$ cat src/rtl/canopen_app_pkg.sv
// constants and types for the application object handler
package canopen_app_pkg;

    // --------------------------------------------------------------
    // object indices
    // --------------------------------------------------------------
    localparam logic [15:0] IDX_DEMUX = 16'h3005;
    localparam logic [15:0] IDX_PCT_SET = 16'h3006;
    localparam logic [15:0] IDX_PCT_ACT = 16'h3007;
    localparam logic [15:0] IDX_MOTION_BLOCK = 16'h5FF0;
    localparam logic [15:0] IDX_ABORT_OPT = 16'h6007;
    localparam logic [15:0] IDX_ERROR_CODE = 16'h603F;

    // --------------------------------------------------------------
    // source numbers and settings
    // --------------------------------------------------------------
    localparam logic [9:0] SRC_DEMUX_FIRST = 10'h340;
    localparam logic [9:0] SRC_DEMUX_LAST = 10'h34F;
    localparam logic [9:0] SRC_PCT_SET = 10'h32F;
    localparam logic [9:0] SRC_PCT_ACT_RESET = 10'h034;
    localparam logic [15:0] ABORT_OPT_RESET = 16'h0001;
    localparam logic [2:0] ERR_BEHAV_RESET = 3'h1;
    localparam logic [1:0] REMOTE_STATE_MACHINE = 2'h1;
    localparam logic [7:0] MODE_TABLE_TRAVEL = 8'hFF;

    // --------------------------------------------------------------
    // profile error codes
    // --------------------------------------------------------------
    localparam logic [15:0] ERR_NONE = 16'h0000;
    localparam logic [15:0] ERR_GENERIC = 16'h1000;
    localparam logic [15:0] ERR_OVERLOAD = 16'h2310;
    localparam logic [15:0] ERR_CASE_TEMP = 16'h4210;
    localparam logic [15:0] ERR_INSIDE_TEMP = 16'h4110;
    localparam logic [15:0] ERR_MOTOR_TEMP = 16'h4310;
    localparam logic [15:0] ERR_PHASE_OC = 16'h2340;
    localparam logic [15:0] ERR_DC_LINK = 16'h3210;
    localparam logic [15:0] ERR_SUPPLY = 16'h5111;
    localparam logic [15:0] ERR_EARTH = 16'h2330;

    typedef enum logic [3:0] {
        FC_NONE = 4'h0,
        FC_OVERLOAD = 4'h1,
        FC_CASE_TEMP = 4'h2,
        FC_INSIDE_TEMP = 4'h3,
        FC_MOTOR_TEMP = 4'h4,
        FC_PHASE_OC = 4'h5,
        FC_DC_LINK = 4'h7,
        FC_SUPPLY = 4'h8,
        FC_EARTH = 4'hD
    } fault_class_t;

    typedef enum logic [2:0] {
        ACT_NONE = 3'h0,
        ACT_FAULT = 3'h1,
        ACT_DISABLE_VOLTAGE = 3'h2,
        ACT_QUICK_STOP = 3'h3,
        ACT_RAMP_THEN_FAULT = 3'h4,
        ACT_QSTOP_THEN_FAULT = 3'h5
    } loss_action_t;

    typedef enum logic [1:0] {
        LS_IDLE = 2'b00,
        LS_STOPPING = 2'b01,
        LS_LATCHED = 2'b10
    } loss_state_t;

endpackage : canopen_app_pkg

$ cat src/rtl/canopen_app_object_handler.sv
// application object handler: demux, percentage, abort option, error code
`timescale 1ns/1ps
module canopen_app_object_handler (
    input wire logic sys_clk,
    input wire logic rst,

    // object access
    input wire logic obj_wr,
    input wire logic obj_rd,
    input wire logic [15:0] obj_index,
    input wire logic [15:0] obj_wdata,
    output logic [15:0] obj_rdata,
    output logic obj_ack,
    output logic obj_err,

    // internal error-behaviour setting access
    input wire logic setting_wr,
    input wire logic [2:0] setting_wdata,
    output logic [2:0] setting_value,

    // non-volatile store
    input wire logic save_cmd,
    input wire logic nv_restore,
    input wire logic nv_valid,
    input wire logic [15:0] nv_rdata,
    output logic nv_wr,
    output logic [15:0] nv_wdata,

    // application sources
    input wire logic [9:0] src_select,
    output logic src_bool,
    input wire logic [9:0] pct_act_source_wdata,
    input wire logic pct_act_source_wr,
    input wire logic [15:0] src_pct_value,
    output logic [9:0] pct_src_req,
    output logic [15:0] pct_set_out,
    output logic [15:0] demux_out,

    // motion
    input wire logic [7:0] modes_of_operation,
    input wire logic [15:0] motion_block_number,

    // bus events
    input wire logic bus_off,
    input wire logic guarding_fail,
    input wire logic heartbeat_fail,
    input wire logic sync_error,
    input wire logic rxpdo_valid,
    input wire logic rxpdo_len_ok,
    input wire logic nmt_operational,
    input wire logic guarding_running,
    input wire logic [1:0] local_remote,
    input wire logic drive_standstill,

    // drive state machine commands
    output logic cmd_fault,
    output logic cmd_disable_voltage,
    output logic cmd_quick_stop,
    output logic cmd_disable_operation,
    output logic rxpdo_accept,
    input wire logic fault_reset_req,
    output logic fault_reset_ok,

    // faults
    input wire logic fault_event,
    input wire logic [3:0] fault_class,
    input wire logic [15:0] fault_code,
    output logic [15:0] current_error,
    output logic [31:0] emcy_fault_bytes
);

    // --------------------------------------------------------------
    // state
    // --------------------------------------------------------------
    typedef struct packed {
        logic [15:0] demux;
        logic [15:0] pct_set;
        logic [9:0] pct_sel;
        logic [2:0] behav;

        logic [15:0] err_code;
        logic [15:0] cur_err;
        logic [31:0] emcy;

        canopen_app_pkg::loss_state_t ls;
        canopen_app_pkg::loss_action_t act;
        logic left_op;
        logic guard_lost;
        logic pdo_block;
        logic nmt_q;

        logic [15:0] rdata;
        logic ack;
        logic err;

        logic nv_wr;
        logic [15:0] nv_data;
    } state_t;

    state_t s_q;
    state_t s_d;

    // setting 0..5 to signed object code
    function automatic logic [15:0] behav_to_code(input logic [2:0] b);
        case (b)
            3'h4: behav_to_code = 16'hFFFF;
            3'h5: behav_to_code = 16'hFFFE;
            default: behav_to_code = {13'h0000, b};
        endcase
    endfunction : behav_to_code

    // object code to setting; 3'h7 flags an illegal code
    function automatic logic [2:0] code_to_behav(input logic [15:0] c);
        case (c)
            16'h0000: code_to_behav = 3'h0;
            16'h0001: code_to_behav = 3'h1;
            16'h0002: code_to_behav = 3'h2;
            16'h0003: code_to_behav = 3'h3;
            16'hFFFF: code_to_behav = 3'h4;
            16'hFFFE: code_to_behav = 3'h5;
            default: code_to_behav = 3'h7;
        endcase
    endfunction : code_to_behav

    function automatic logic [15:0] class_to_code(input logic [3:0] fc);
        case (fc)
            canopen_app_pkg::FC_NONE: class_to_code = canopen_app_pkg::ERR_NONE;
            canopen_app_pkg::FC_OVERLOAD: class_to_code = canopen_app_pkg::ERR_OVERLOAD;
            canopen_app_pkg::FC_CASE_TEMP: class_to_code = canopen_app_pkg::ERR_CASE_TEMP;
            canopen_app_pkg::FC_INSIDE_TEMP: class_to_code = canopen_app_pkg::ERR_INSIDE_TEMP;
            canopen_app_pkg::FC_MOTOR_TEMP: class_to_code = canopen_app_pkg::ERR_MOTOR_TEMP;
            canopen_app_pkg::FC_PHASE_OC: class_to_code = canopen_app_pkg::ERR_PHASE_OC;
            canopen_app_pkg::FC_DC_LINK: class_to_code = canopen_app_pkg::ERR_DC_LINK;
            canopen_app_pkg::FC_SUPPLY: class_to_code = canopen_app_pkg::ERR_SUPPLY;
            canopen_app_pkg::FC_EARTH: class_to_code = canopen_app_pkg::ERR_EARTH;
            default: class_to_code = canopen_app_pkg::ERR_GENERIC;
        endcase
    endfunction : class_to_code

    // --------------------------------------------------------------
    // combinational helpers
    // --------------------------------------------------------------
    logic loss_event;
    logic nmt_leave;
    logic table_mode;
    logic [9:0] demux_idx;
    logic pdo_len_fail;

    assign nmt_leave = s_q.nmt_q && !nmt_operational;
    assign pdo_len_fail = rxpdo_valid && !rxpdo_len_ok;
    assign loss_event = bus_off
        || guarding_fail
        || heartbeat_fail
        || sync_error
        || pdo_len_fail
        || nmt_leave;
    assign table_mode = (modes_of_operation == canopen_app_pkg::MODE_TABLE_TRAVEL);
    assign demux_idx = src_select - canopen_app_pkg::SRC_DEMUX_FIRST;

    // --------------------------------------------------------------
    // next state
    // --------------------------------------------------------------
    always_comb begin
        logic [2:0] nb;
        nb = code_to_behav(obj_wdata);
        s_d = s_q;
        s_d.ack = 1'b0;
        s_d.err = 1'b0;
        s_d.nv_wr = 1'b0;
        s_d.nmt_q = nmt_operational;

        // object accesses
        if (obj_wr) begin
            s_d.ack = 1'b1;
            unique case (obj_index)
                canopen_app_pkg::IDX_DEMUX: begin
                    s_d.demux = obj_wdata;
                end
                canopen_app_pkg::IDX_PCT_SET: begin
                    s_d.pct_set = obj_wdata;
                end
                canopen_app_pkg::IDX_ABORT_OPT: begin
                    if (nb == 3'h7) begin
                        s_d.err = 1'b1;
                    end else begin
                        s_d.behav = nb;
                    end
                end
                default: s_d.err = 1'b1;
            endcase
        end else if (obj_rd) begin
            s_d.ack = 1'b1;
            s_d.rdata = 16'h0000;
            unique case (obj_index)
                canopen_app_pkg::IDX_DEMUX: begin
                    s_d.rdata = s_q.demux;
                end
                canopen_app_pkg::IDX_PCT_SET: begin
                    s_d.rdata = s_q.pct_set;
                end
                canopen_app_pkg::IDX_PCT_ACT: begin
                    s_d.rdata = src_pct_value;
                end
                canopen_app_pkg::IDX_MOTION_BLOCK: begin
                    if (table_mode) begin
                        s_d.rdata = motion_block_number;
                    end else begin
                        s_d.err = 1'b1;
                    end
                end
                canopen_app_pkg::IDX_ABORT_OPT: s_d.rdata = behav_to_code(s_q.behav);
                canopen_app_pkg::IDX_ERROR_CODE: s_d.rdata = s_q.err_code;
                default: s_d.err = 1'b1;
            endcase
        end

        if (setting_wr && setting_wdata <= 3'h5
            && !(obj_wr && obj_index == canopen_app_pkg::IDX_ABORT_OPT)) begin
            s_d.behav = setting_wdata;
        end

        if (pct_act_source_wr) begin
            s_d.pct_sel = pct_act_source_wdata;
        end

        // non-volatile store and restore
        if (save_cmd) begin
            s_d.nv_wr = 1'b1;
            s_d.nv_data = behav_to_code(s_q.behav);
        end

        if (nv_restore && nv_valid && code_to_behav(nv_rdata) != 3'h7) begin
            s_d.behav = code_to_behav(nv_rdata);
        end

        // fault recording
        if (fault_event) begin
            s_d.err_code = class_to_code(fault_class);
            s_d.cur_err = fault_code;
            s_d.emcy = {fault_code, 16'h0000};
        end

        // recovery preconditions
        if (nmt_leave && s_q.ls != canopen_app_pkg::LS_IDLE) begin
            s_d.left_op = 1'b1;
        end

        if (nmt_operational && !nmt_leave) begin
            s_d.left_op = 1'b0;
        end

        if (guarding_fail) begin
            s_d.guard_lost = 1'b1;
        end else if (guarding_running) begin
            s_d.guard_lost = 1'b0;
        end

        if (rxpdo_valid) begin
            s_d.pdo_block = !rxpdo_len_ok;
        end

        // connection-loss reaction
        unique case (s_q.ls)
            canopen_app_pkg::LS_IDLE: begin
                if (loss_event) begin
                    if (local_remote != canopen_app_pkg::REMOTE_STATE_MACHINE) begin
                        s_d.act = (s_q.behav == 3'h0) ? canopen_app_pkg::ACT_NONE
                            : canopen_app_pkg::ACT_FAULT;
                    end else begin
                        s_d.act = canopen_app_pkg::loss_action_t'(s_q.behav);
                    end
                    if (s_d.act == canopen_app_pkg::ACT_RAMP_THEN_FAULT
                        || s_d.act == canopen_app_pkg::ACT_QSTOP_THEN_FAULT) begin
                        s_d.ls = canopen_app_pkg::LS_STOPPING;
                    end else if (s_d.act != canopen_app_pkg::ACT_NONE) begin
                        s_d.ls = canopen_app_pkg::LS_LATCHED;
                    end
                    if (nmt_leave) begin
                        s_d.left_op = 1'b1;
                    end
                end
            end

            canopen_app_pkg::LS_STOPPING: begin
                if (drive_standstill) begin
                    s_d.act = canopen_app_pkg::ACT_FAULT;
                    s_d.ls = canopen_app_pkg::LS_LATCHED;
                end
            end

            canopen_app_pkg::LS_LATCHED: begin
                if (fault_reset_ok) begin
                    s_d.ls = canopen_app_pkg::LS_IDLE;
                    s_d.act = canopen_app_pkg::ACT_NONE;
                end
            end

            default: begin
                s_d.ls = canopen_app_pkg::LS_IDLE;
                s_d.act = canopen_app_pkg::ACT_NONE;
            end
        endcase
    end

    always_ff @(posedge sys_clk or posedge rst) begin
        if (rst) begin
            s_q <= '0;
            s_q.behav <= canopen_app_pkg::ERR_BEHAV_RESET;
            s_q.pct_sel <= canopen_app_pkg::SRC_PCT_ACT_RESET;
        end else begin
            s_q <= s_d;
        end
    end

    // --------------------------------------------------------------
    // outputs
    // --------------------------------------------------------------
    assign obj_rdata = s_q.rdata;
    assign obj_ack = s_q.ack;
    assign obj_err = s_q.err;

    assign setting_value = s_q.behav;
    assign nv_wr = s_q.nv_wr;
    assign nv_wdata = s_q.nv_data;

    assign demux_out = s_q.demux;
    assign pct_set_out = s_q.pct_set;
    assign pct_src_req = s_q.pct_sel;
    assign src_bool = (src_select >= canopen_app_pkg::SRC_DEMUX_FIRST
        && src_select <= canopen_app_pkg::SRC_DEMUX_LAST)
        ? s_q.demux[demux_idx[3:0]] : 1'b0;

    // act none means option 0 holds the operating point
    assign cmd_fault = (s_q.act == canopen_app_pkg::ACT_FAULT);
    assign cmd_disable_voltage = (s_q.act == canopen_app_pkg::ACT_DISABLE_VOLTAGE);
    assign cmd_quick_stop = (s_q.act == canopen_app_pkg::ACT_QUICK_STOP)
        || (s_q.act == canopen_app_pkg::ACT_QSTOP_THEN_FAULT);
    assign cmd_disable_operation = (s_q.act == canopen_app_pkg::ACT_RAMP_THEN_FAULT);

    assign rxpdo_accept = rxpdo_valid
        && rxpdo_len_ok
        && !s_q.pdo_block;
    assign fault_reset_ok = fault_reset_req
        && !s_q.left_op
        && nmt_operational
        && !s_q.guard_lost;
    assign current_error = (s_q.err_code == canopen_app_pkg::ERR_GENERIC)
        ? s_q.cur_err : 16'h0000;
    assign emcy_fault_bytes = s_q.emcy;

endmodule : canopen_app_object_handler

$ cat config.mk
export PLATFORM = sky130hd
export DESIGN_NAME = canopen_app_object_handler
export DESIGN_NICKNAME = d
export VERILOG_FILES = /design/src/rtl/canopen_app_pkg.sv /design/src/rtl/canopen_app_object_handler.sv
export SDC_FILE = /design/constraint.sdc
export NUM_CORES = 1
export LEC_CHECK = 0
export BUFFER_PORTS_ARGS = -buffer_cell sky130_fd_sc_hd__clkbuf_2
export CORE_ASPECT_RATIO = 2
export CORE_UTILIZATION = 43
export CTS_CLUSTER_SIZE = 28
export DETAILED_ROUTE_END_ITERATION = 7
export GPL_ROUTABILITY_DRIVEN = 0
export GPL_TIMING_DRIVEN = 0
export HOLD_SLACK_MARGIN = 0.15
export PLACE_DENSITY = 0.81
export SETUP_SLACK_MARGIN = 0.15
export SYNTH_ARGS = -nofsm -noshare
export SYNTH_HDL_FRONTEND = slang
export SYNTH_SLANG_ARGS = --single-unit
export TNS_END_PERCENT = 1
$ cat constraint.sdc
create_clock -name sys_clk -period 2.95 [get_ports sys_clk]
set_input_delay 0.1475 -clock sys_clk [delete_from_list [all_inputs] [get_ports sys_clk]]
set_output_delay 0.1475 -clock sys_clk [all_outputs]
set_load 0.02 [all_outputs]
==> results.py, run 1 <==
metrics = {
    "route": {
        "num_vias": 5802,
        "drt_iter0_drc": 232,
        "drt-total-wl_um": 20300,
        "drc": 0,
        "ant_nets": 0,
        "firstDrtPassIters": 5,
        "wire_per_inst_um": 17.7,
        "drt-vias-per-instance": 5.06,
    },
    "sta": {
        "slew_violations": 0,
        "finalHoldViolations": 0,
        "fin_crit_ps": 2460,
        "max_slew_margin": 0.468,
        "setup_violations": 0,
        "setup_tns_ps": 0,
        "worst_pin_slew_ps": 791,
        "rsz0062_at_grt": "false",
        "period_share": 0.833,
        "hold_ws_ps": 164,
        "max_freq_ghz": 0.407,
        "skew_ps": 8.49,
    },
    "global_routing": {
        "grt_antenna_before_repair": 0,
        "grt_pass1_wl_um": 30600,
        "grt_max_degree": 43,
        "gr-total-overflow": 0,
        "grt_pass1_vias": 5952,
        "grt_use_total": 0.278,
    },
    "setup_path": {
        "r2r_cells": 6,
        "reg2reg_from": "setting_value[2]$_DFFE_PP0P_",
        "crit_buf_inv": 2,
        "worstReg2RegEnd": "obj_rdata[15]$_DFFE_PP0P_",
        "path_max_fanout": 10,
        "cp_slowest_stage_delay_ps": 420,
        "worstSetupEndpointType": "output port",
        "worstSetupStartpointType": "flip-flop",
        "required_ps": 2800,
        "critPathKind": "flip-flop to output port",
        "slowest_stage": "dfrtp_1",
        "critical-path-top-delay-family": "simple AND/OR/NAND/NOR gates",
        "r2r_setup_slack_ps": 580,
        "worstPathCellList": "nor4b_1 -> nand2_1 -> nor4_4 -> clkbuf_1 -> and2_1 -> clkbuf_2",
        "crit_arrival_ps": 2310,
    },
    "hold_path": {
        "min_path_type": "input pin to flip-flop",
        "hold_depth": 3,
        "worstHoldEndpoint": "s_q[92]$_DFFE_PP0P_",
        "hold_start": "fault_class[2]",
    },
    "floorplan": {
        "ios": 288,
        "coreArea_mm2": 0.0140,
        "floorplan.initialDensity": 0.442,
        "fp.dieH_um": 172,
        "die_width_um": 86.8,
        "num_rows": 61,
        "dieArea_mm2": 0.0149,
    },
    "cts": {
        "cts.sinks": 102,
        "cts_tree": "built",
        "cts_buffer_depth": 2,
        "cts_root_buffer": "clkbuf_16",
        "clock_tree.htree_level_count": 3,
        "cts_made_buffers": 9,
        "path_clk_slew_ps": 70,
        "clock_latency_ps": 340,
        "post_cts_buffers": 0,
    },
    "logic_synthesis": {
        "syn-instance-count": 596,
        "synth-seq-cells": 102,
        "ys_types": 66,
        "syn_area_per_cell_um2": 10.4,
        "syn_area_mm2": 0.00618,
        "synthArstFlopShare": 1.00,
        "synthFlopType": "dfrtp_1",
        "synth_edf_count": 0,
        "seq_area_frac_synth": 0.414,
        "yosysWarningCount": 0,
    },
    "power": {
        "p_per_area_mw_per_mm2": 409,
        "power.total_uw": 3590,
        "p_leak_uw": 0.00452,
        "vdd_drop_max_uv": 268,
    },
    "finish": {
        "layout_common_cells": "clkbuf_2 (269), buf_4 (110), dfrtp_1 (98)",
        "fin_nets": 1111,
        "final_common_cell": "clkbuf_2",
        "final_area_mm2": 0.00877,
        "multiInputGateArea_mm2": 0.00273,
        "area_delta_synth_final_pct": 41.9,
        "seq_area_mm2": 0.00256,
        "diodes": 0,
        "drive_gt1_frac": 0.513,
        "fillers": 1158,
        "finish.utilization": 0.628,
    },
    "outcome": {
        "status": "complete, no violations",
    },
    "placement": {
        "port_buffers": 269,
        "dpl.hpwl_um": 15700,
        "placed_area_mm2": 0.00786,
    },
    "flow_run": {
        "max_cap_viol_count": 0,
    },
}
==> logic make-up after synthesis <==
| group | share of synthesized area |
|---|---|
| AOI/OAI and AO/OA | 0.108 |
| DFF | 0.414 |
| adders and majority gates | 0.0101 |
| xor gates and xnor gates | 0.00284 |
| muxes | 0.147 |
| other | 0.000607 |
| buffers and inverters | 0.156 |
| and+or+nand+nor | 0.161 |
==> report_power, final <==
group	internal [uW]	switching (uW)	total, uW
Sequential	1490	76.5	1560
Combinational	411	434	844
Clock	610	568	1180
==> registers in the layout (all words and copies together) (netlist names) <==
name,count
pct_src_req,10
emcy_fault_bytes,16
nv_wr,1
setting_value,3
obj_err,1
obj_ack,1
obj_rdata,16
demux_out,16
nv_wdata,4
pct_set_out,16
s_q,18
==> per-stage QoR <==
step | std cells | worst slack (ps)
CTS | 1147 | 342
finish | 1147 | 492
detailed placement | 1071 | 431
global route | 1147 | 322
floorplan | 611 | 1050
global placement | 1069 | 504
==> tightest hold or removal path: cells and delay by family <==
kind	cells	cell delay, ps
compound gates	1	90
simple gates	1	130
buf+inv	1	90
==> layout make-up <==
cell class,count,area share
clock inverter,6,0.00585
multi-input combinational,368,0.311
sequential,102,0.292
inverter,15,0.00685
tap,189,0.0270
timing repair buffer,331,0.227
buffer,126,0.103
clock buffer,10,0.0273
==> Yosys cell counts, drive strengths merged (5+ instances only) <==
master  number  share of area
ha           5          0.010
nand2b       5         0.0051
nor4        10          0.013
o21ai       21          0.017
a221oi       6         0.0085
nor2b        8         0.0081
mux2        63           0.12
nor2        38          0.023
a221o        5         0.0081
clkbuf       8         0.0049
and3         9         0.0091
mux2i        5         0.0081
and2        17          0.017
buf        118           0.14
nand2       44          0.028
dfrtp       98           0.40
nand3        6         0.0069
a21oi       19          0.015
a22oi       19          0.023
inv         15         0.0091
mux4         5          0.018
nand4       12          0.012
==> metal layers <==
metal	share of wire	wire length [um]	global-route usage	vias to the layer above
met4	0.047	954	0.145	0
met3	0.056	1130	0.0470	55
li1	-	-	-	2720
met1	0.34	6870	0.278	2747
met5	0	0	0	-
met2	0.56	11400	0.533	280
==> how the worst max path moves through the flow <==
stage | start | to | slack (ps) | depth (start not counted)
after floorplan | s_q[37]$_DFFE_PP0P_ | s_q[40]$_DFFE_PP0P_ | 1050 | 5
after global placement | s_q[101]$_DFFE_PP0P_ | current_error[13] | 500 | 6
after detailed placement | s_q[101]$_DFFE_PP0P_ | current_error[6] | 430 | 6
after CTS | s_q[101]$_DFFE_PP0P_ | current_error[6] | 340 | 6
after global routing | s_q[101]$_DFFE_PP0P_ | current_error[12] | 320 | 6
final | s_q[101]$_DFFE_PP0P_ | current_error[9] | 490 | 6
==> what timing repair did <==
item                                    4_1_cts  5_1_grt
endpoints found under the setup margin       10        4
resized for setup                             1        1
endpoints found under the hold margin        98        0
hold buffers                                 60        0
No activity file was read; power rests on OpenSTA's default activity.
==> run 2, diff against run 1 <==
--- a/config.mk
+++ b/config.mk
@@ -7,13 +7,13 @@
 export LEC_CHECK = 0
 export BUFFER_PORTS_ARGS = -buffer_cell sky130_fd_sc_hd__clkbuf_2
 export CORE_ASPECT_RATIO = 2
-export CORE_UTILIZATION = 43
+export CORE_UTILIZATION = 48
 export CTS_CLUSTER_SIZE = 28
 export DETAILED_ROUTE_END_ITERATION = 7
 export GPL_ROUTABILITY_DRIVEN = 0
 export GPL_TIMING_DRIVEN = 0
 export HOLD_SLACK_MARGIN = 0.15
-export PLACE_DENSITY = 0.81
+export PLACE_DENSITY = 0.85
 export SETUP_SLACK_MARGIN = 0.15
 export SYNTH_ARGS = -nofsm -noshare
 export SYNTH_HDL_FRONTEND = slang
==> constraint.sdc (replaced) <==
create_clock -name sys_clk -period 2.3 [get_ports sys_clk]
set_input_delay 0.115 -clock sys_clk [delete_from_list [all_inputs] [get_ports sys_clk]]
set_output_delay 0.115 -clock sys_clk [all_outputs]
set_load 0.02 [all_outputs]
==> run 2 against run 1 <==
Compared with the run above:
- power rose by 30%
- via count increased by 2.0%
- largest power group unchanged
- critical path depth fell by 2
- flip-flop and latch count unchanged
- hold slack better by 7.4 ps
- largest cell class unchanged
- critical path type unchanged
==> results.py, run 2 (same netlist as run 1, synthesis figures left out) <==
metrics = {
    "hold_path": {
        "min_path_type": "input pin to flip-flop",
        "hold_start": "nv_restore",
        "hold_depth": 4,
        "worstHoldEndpoint": "setting_value[2]$_DFFE_PP0P_",
    },
    "placement": {
        "dpl.hpwl_um": 15000,
        "detailedPlace.worstSlack_ps": -175,
        "port_buffers": 269,
    },
    "finish": {
        "fin_nets": 1115,
        "drive_gt1_frac": 0.514,
        "top_register": "s_q",
        "largest_reg_flops": 18,
        "final_common_cell": "clkbuf_2",
        "layout_common_cells": "clkbuf_2 (269), buf_4 (111), dfrtp_1 (98)",
        "diodes": 0,
        "area_delta_synth_final_pct": 42.3,
    },
    "setup_path": {
        "critPathKind": "flip-flop to output port",
        "required_ps": 2180,
        "startpoint": "demux_out[14]$_DFFE_PP0P_",
        "r2r_setup_slack_ps": 240,
        "r2r_cells": 6,
        "reg2reg_from": "setting_value[2]$_DFFE_PP0P_",
        "path_max_fanout": 4,
        "worstReg2RegEnd": "obj_rdata[4]$_DFFE_PP0P_",
        "crit_arrival_ps": 2080,
        "worstSetupEndpointType": "output port",
        "worstSetupStartpointType": "flip-flop",
    },
    "floorplan": {
        "ios": 288,
        "dieArea_mm2": 0.0134,
        "fp.dieH_um": 162,
        "coreArea_mm2": 0.0126,
        "floorplan.initialDensity": 0.492,
        "num_rows": 58,
        "die_width_um": 82.2,
    },
    "power": {
        "p_per_area_mw_per_mm2": 531,
        "power.total_uw": 4670,
        "p_leak_uw": 0.00456,
        "vdd_drop_max_uv": 460,
    },
    "route": {
        "firstDrtPassIters": 5,
        "drt-total-wl_um": 20300,
        "drt_iter0_drc": 319,
        "drt-vias-per-instance": 5.33,
        "ant_nets": 0,
        "num_vias": 5917,
        "wire_per_inst_um": 18.3,
        "drc": 0,
    },
    "global_routing": {
        "grt_antenna_before_repair": 0,
        "grt_pass1_vias": 6054,
        "grt_pass1_wl_um": 30400,
        "grt_max_degree": 40,
        "grt_use_total": 0.310,
        "gr-total-overflow": 0,
    },
    "cts": {
        "cts_root_buffer": "clkbuf_16",
        "path_clk_slew_ps": 70,
        "cts_buffer_depth": 2,
        "cts_tree": "built",
        "clock_tree.htree_level_count": 3,
        "clock_latency_ps": 340,
        "cts.sinks": 102,
        "cts_made_buffers": 9,
    },
    "sta": {
        "finalHoldViolations": 0,
        "slew_violations": 0,
        "rsz0062_at_grt": "true",
        "setup_violations": 0,
        "finalWorstSetupSlack_ps": 104,
        "worst_pin_slew_ps": 764,
        "fin_crit_ps": 2200,
        "max_freq_ghz": 0.455,
        "skew_ps": 10.4,
        "max_slew_margin": 0.489,
        "period_share": 0.955,
        "hold_ws_ps": 171,
    },
    "flow_run": {
        "max_cap_viol_count": 0,
    },
    "outcome": {
        "status": "complete, no violations",
    },
}
[run 2: cell types whose count changed in the layout (fill, tap and decap cells not counted), sizes merged]
cell,previous run,this run
buf,120,121
bufinv,0,1
clkbuf,287,288
dlygate4sd3,60,63
inv,18,15
[run 2: worst max-delay path by stage]
| stage | endpoint | slack [ps] |
|---|---|---|
| 6_report | src_bool | 100 |
| 5_1_grt | obj_rdata[1]$_DFFE_PP0P_ | 40 |
| 4_1_cts | current_error[10] | 90 |
| 3_5_place_dp | obj_rdata[9]$_DFFE_PP0P_ | -170 |
| 3_3_place_gp | current_error[10] | -160 |
| 2_1_floorplan | s_q[40]$_DFFE_PP0P_ | 400 |
[run 2: layer usage]
layer  share of wire  track usage  vias up
li1                -            -     2735
met1            0.33        0.293     2808
met2            0.56        0.586      313
met3           0.064       0.0605       61
met4           0.047        0.173        0
met5               0            0        -
[run 2: layout make-up]
cell class	instances	area (um2)
multi-input cells	368	2760
fillers	899	3760
inverters	15	60.1
clock buffers	11	243
clock inverters	4	55.1
plain buffers	126	910
flip-flops and latches	102	2560
repair buffers	335	2020
well taps	150	188
[run 2: power by group]
| group | leakage (uW) | internal (uW) | switching (uW) |
|---|---|---|---|
| clock network | 0.000142 | 875 | 679 |
| logic | 0.00311 | 537 | 565 |
| registers | 0.00131 | 1910 | 103 |
[run 2: stage by stage]
stage          instance area, um2  std cells  utilization  TNS [ps]
2_1_floorplan                6240        611            -         0
4_1_cts                      8780       1111        0.699         0
3_5_place_dp                 7810       1032        0.622     -2920
6_report                     8790       1111        0.700         0
3_3_place_gp                 7770       1030        0.619     -2590
5_1_grt                      8790       1111        0.700         0
[run 2: repair_timing]
action / in CTS / in global routing
gates resized for setup: 5 / 4
buffers inserted: 1 / 0
pin swaps: 1 / 0
setup endpoints to repair: 21 / 30
hold buffers: 63 / 0
hold endpoints to repair: 104 / 0
[run 2: critical path, stage by stage, from the launching register on]
cell and delay [ps]:
dfrtp_1 440, mux4_2 520, mux4_2 480, nor4b_1 150, clkbuf_2 150
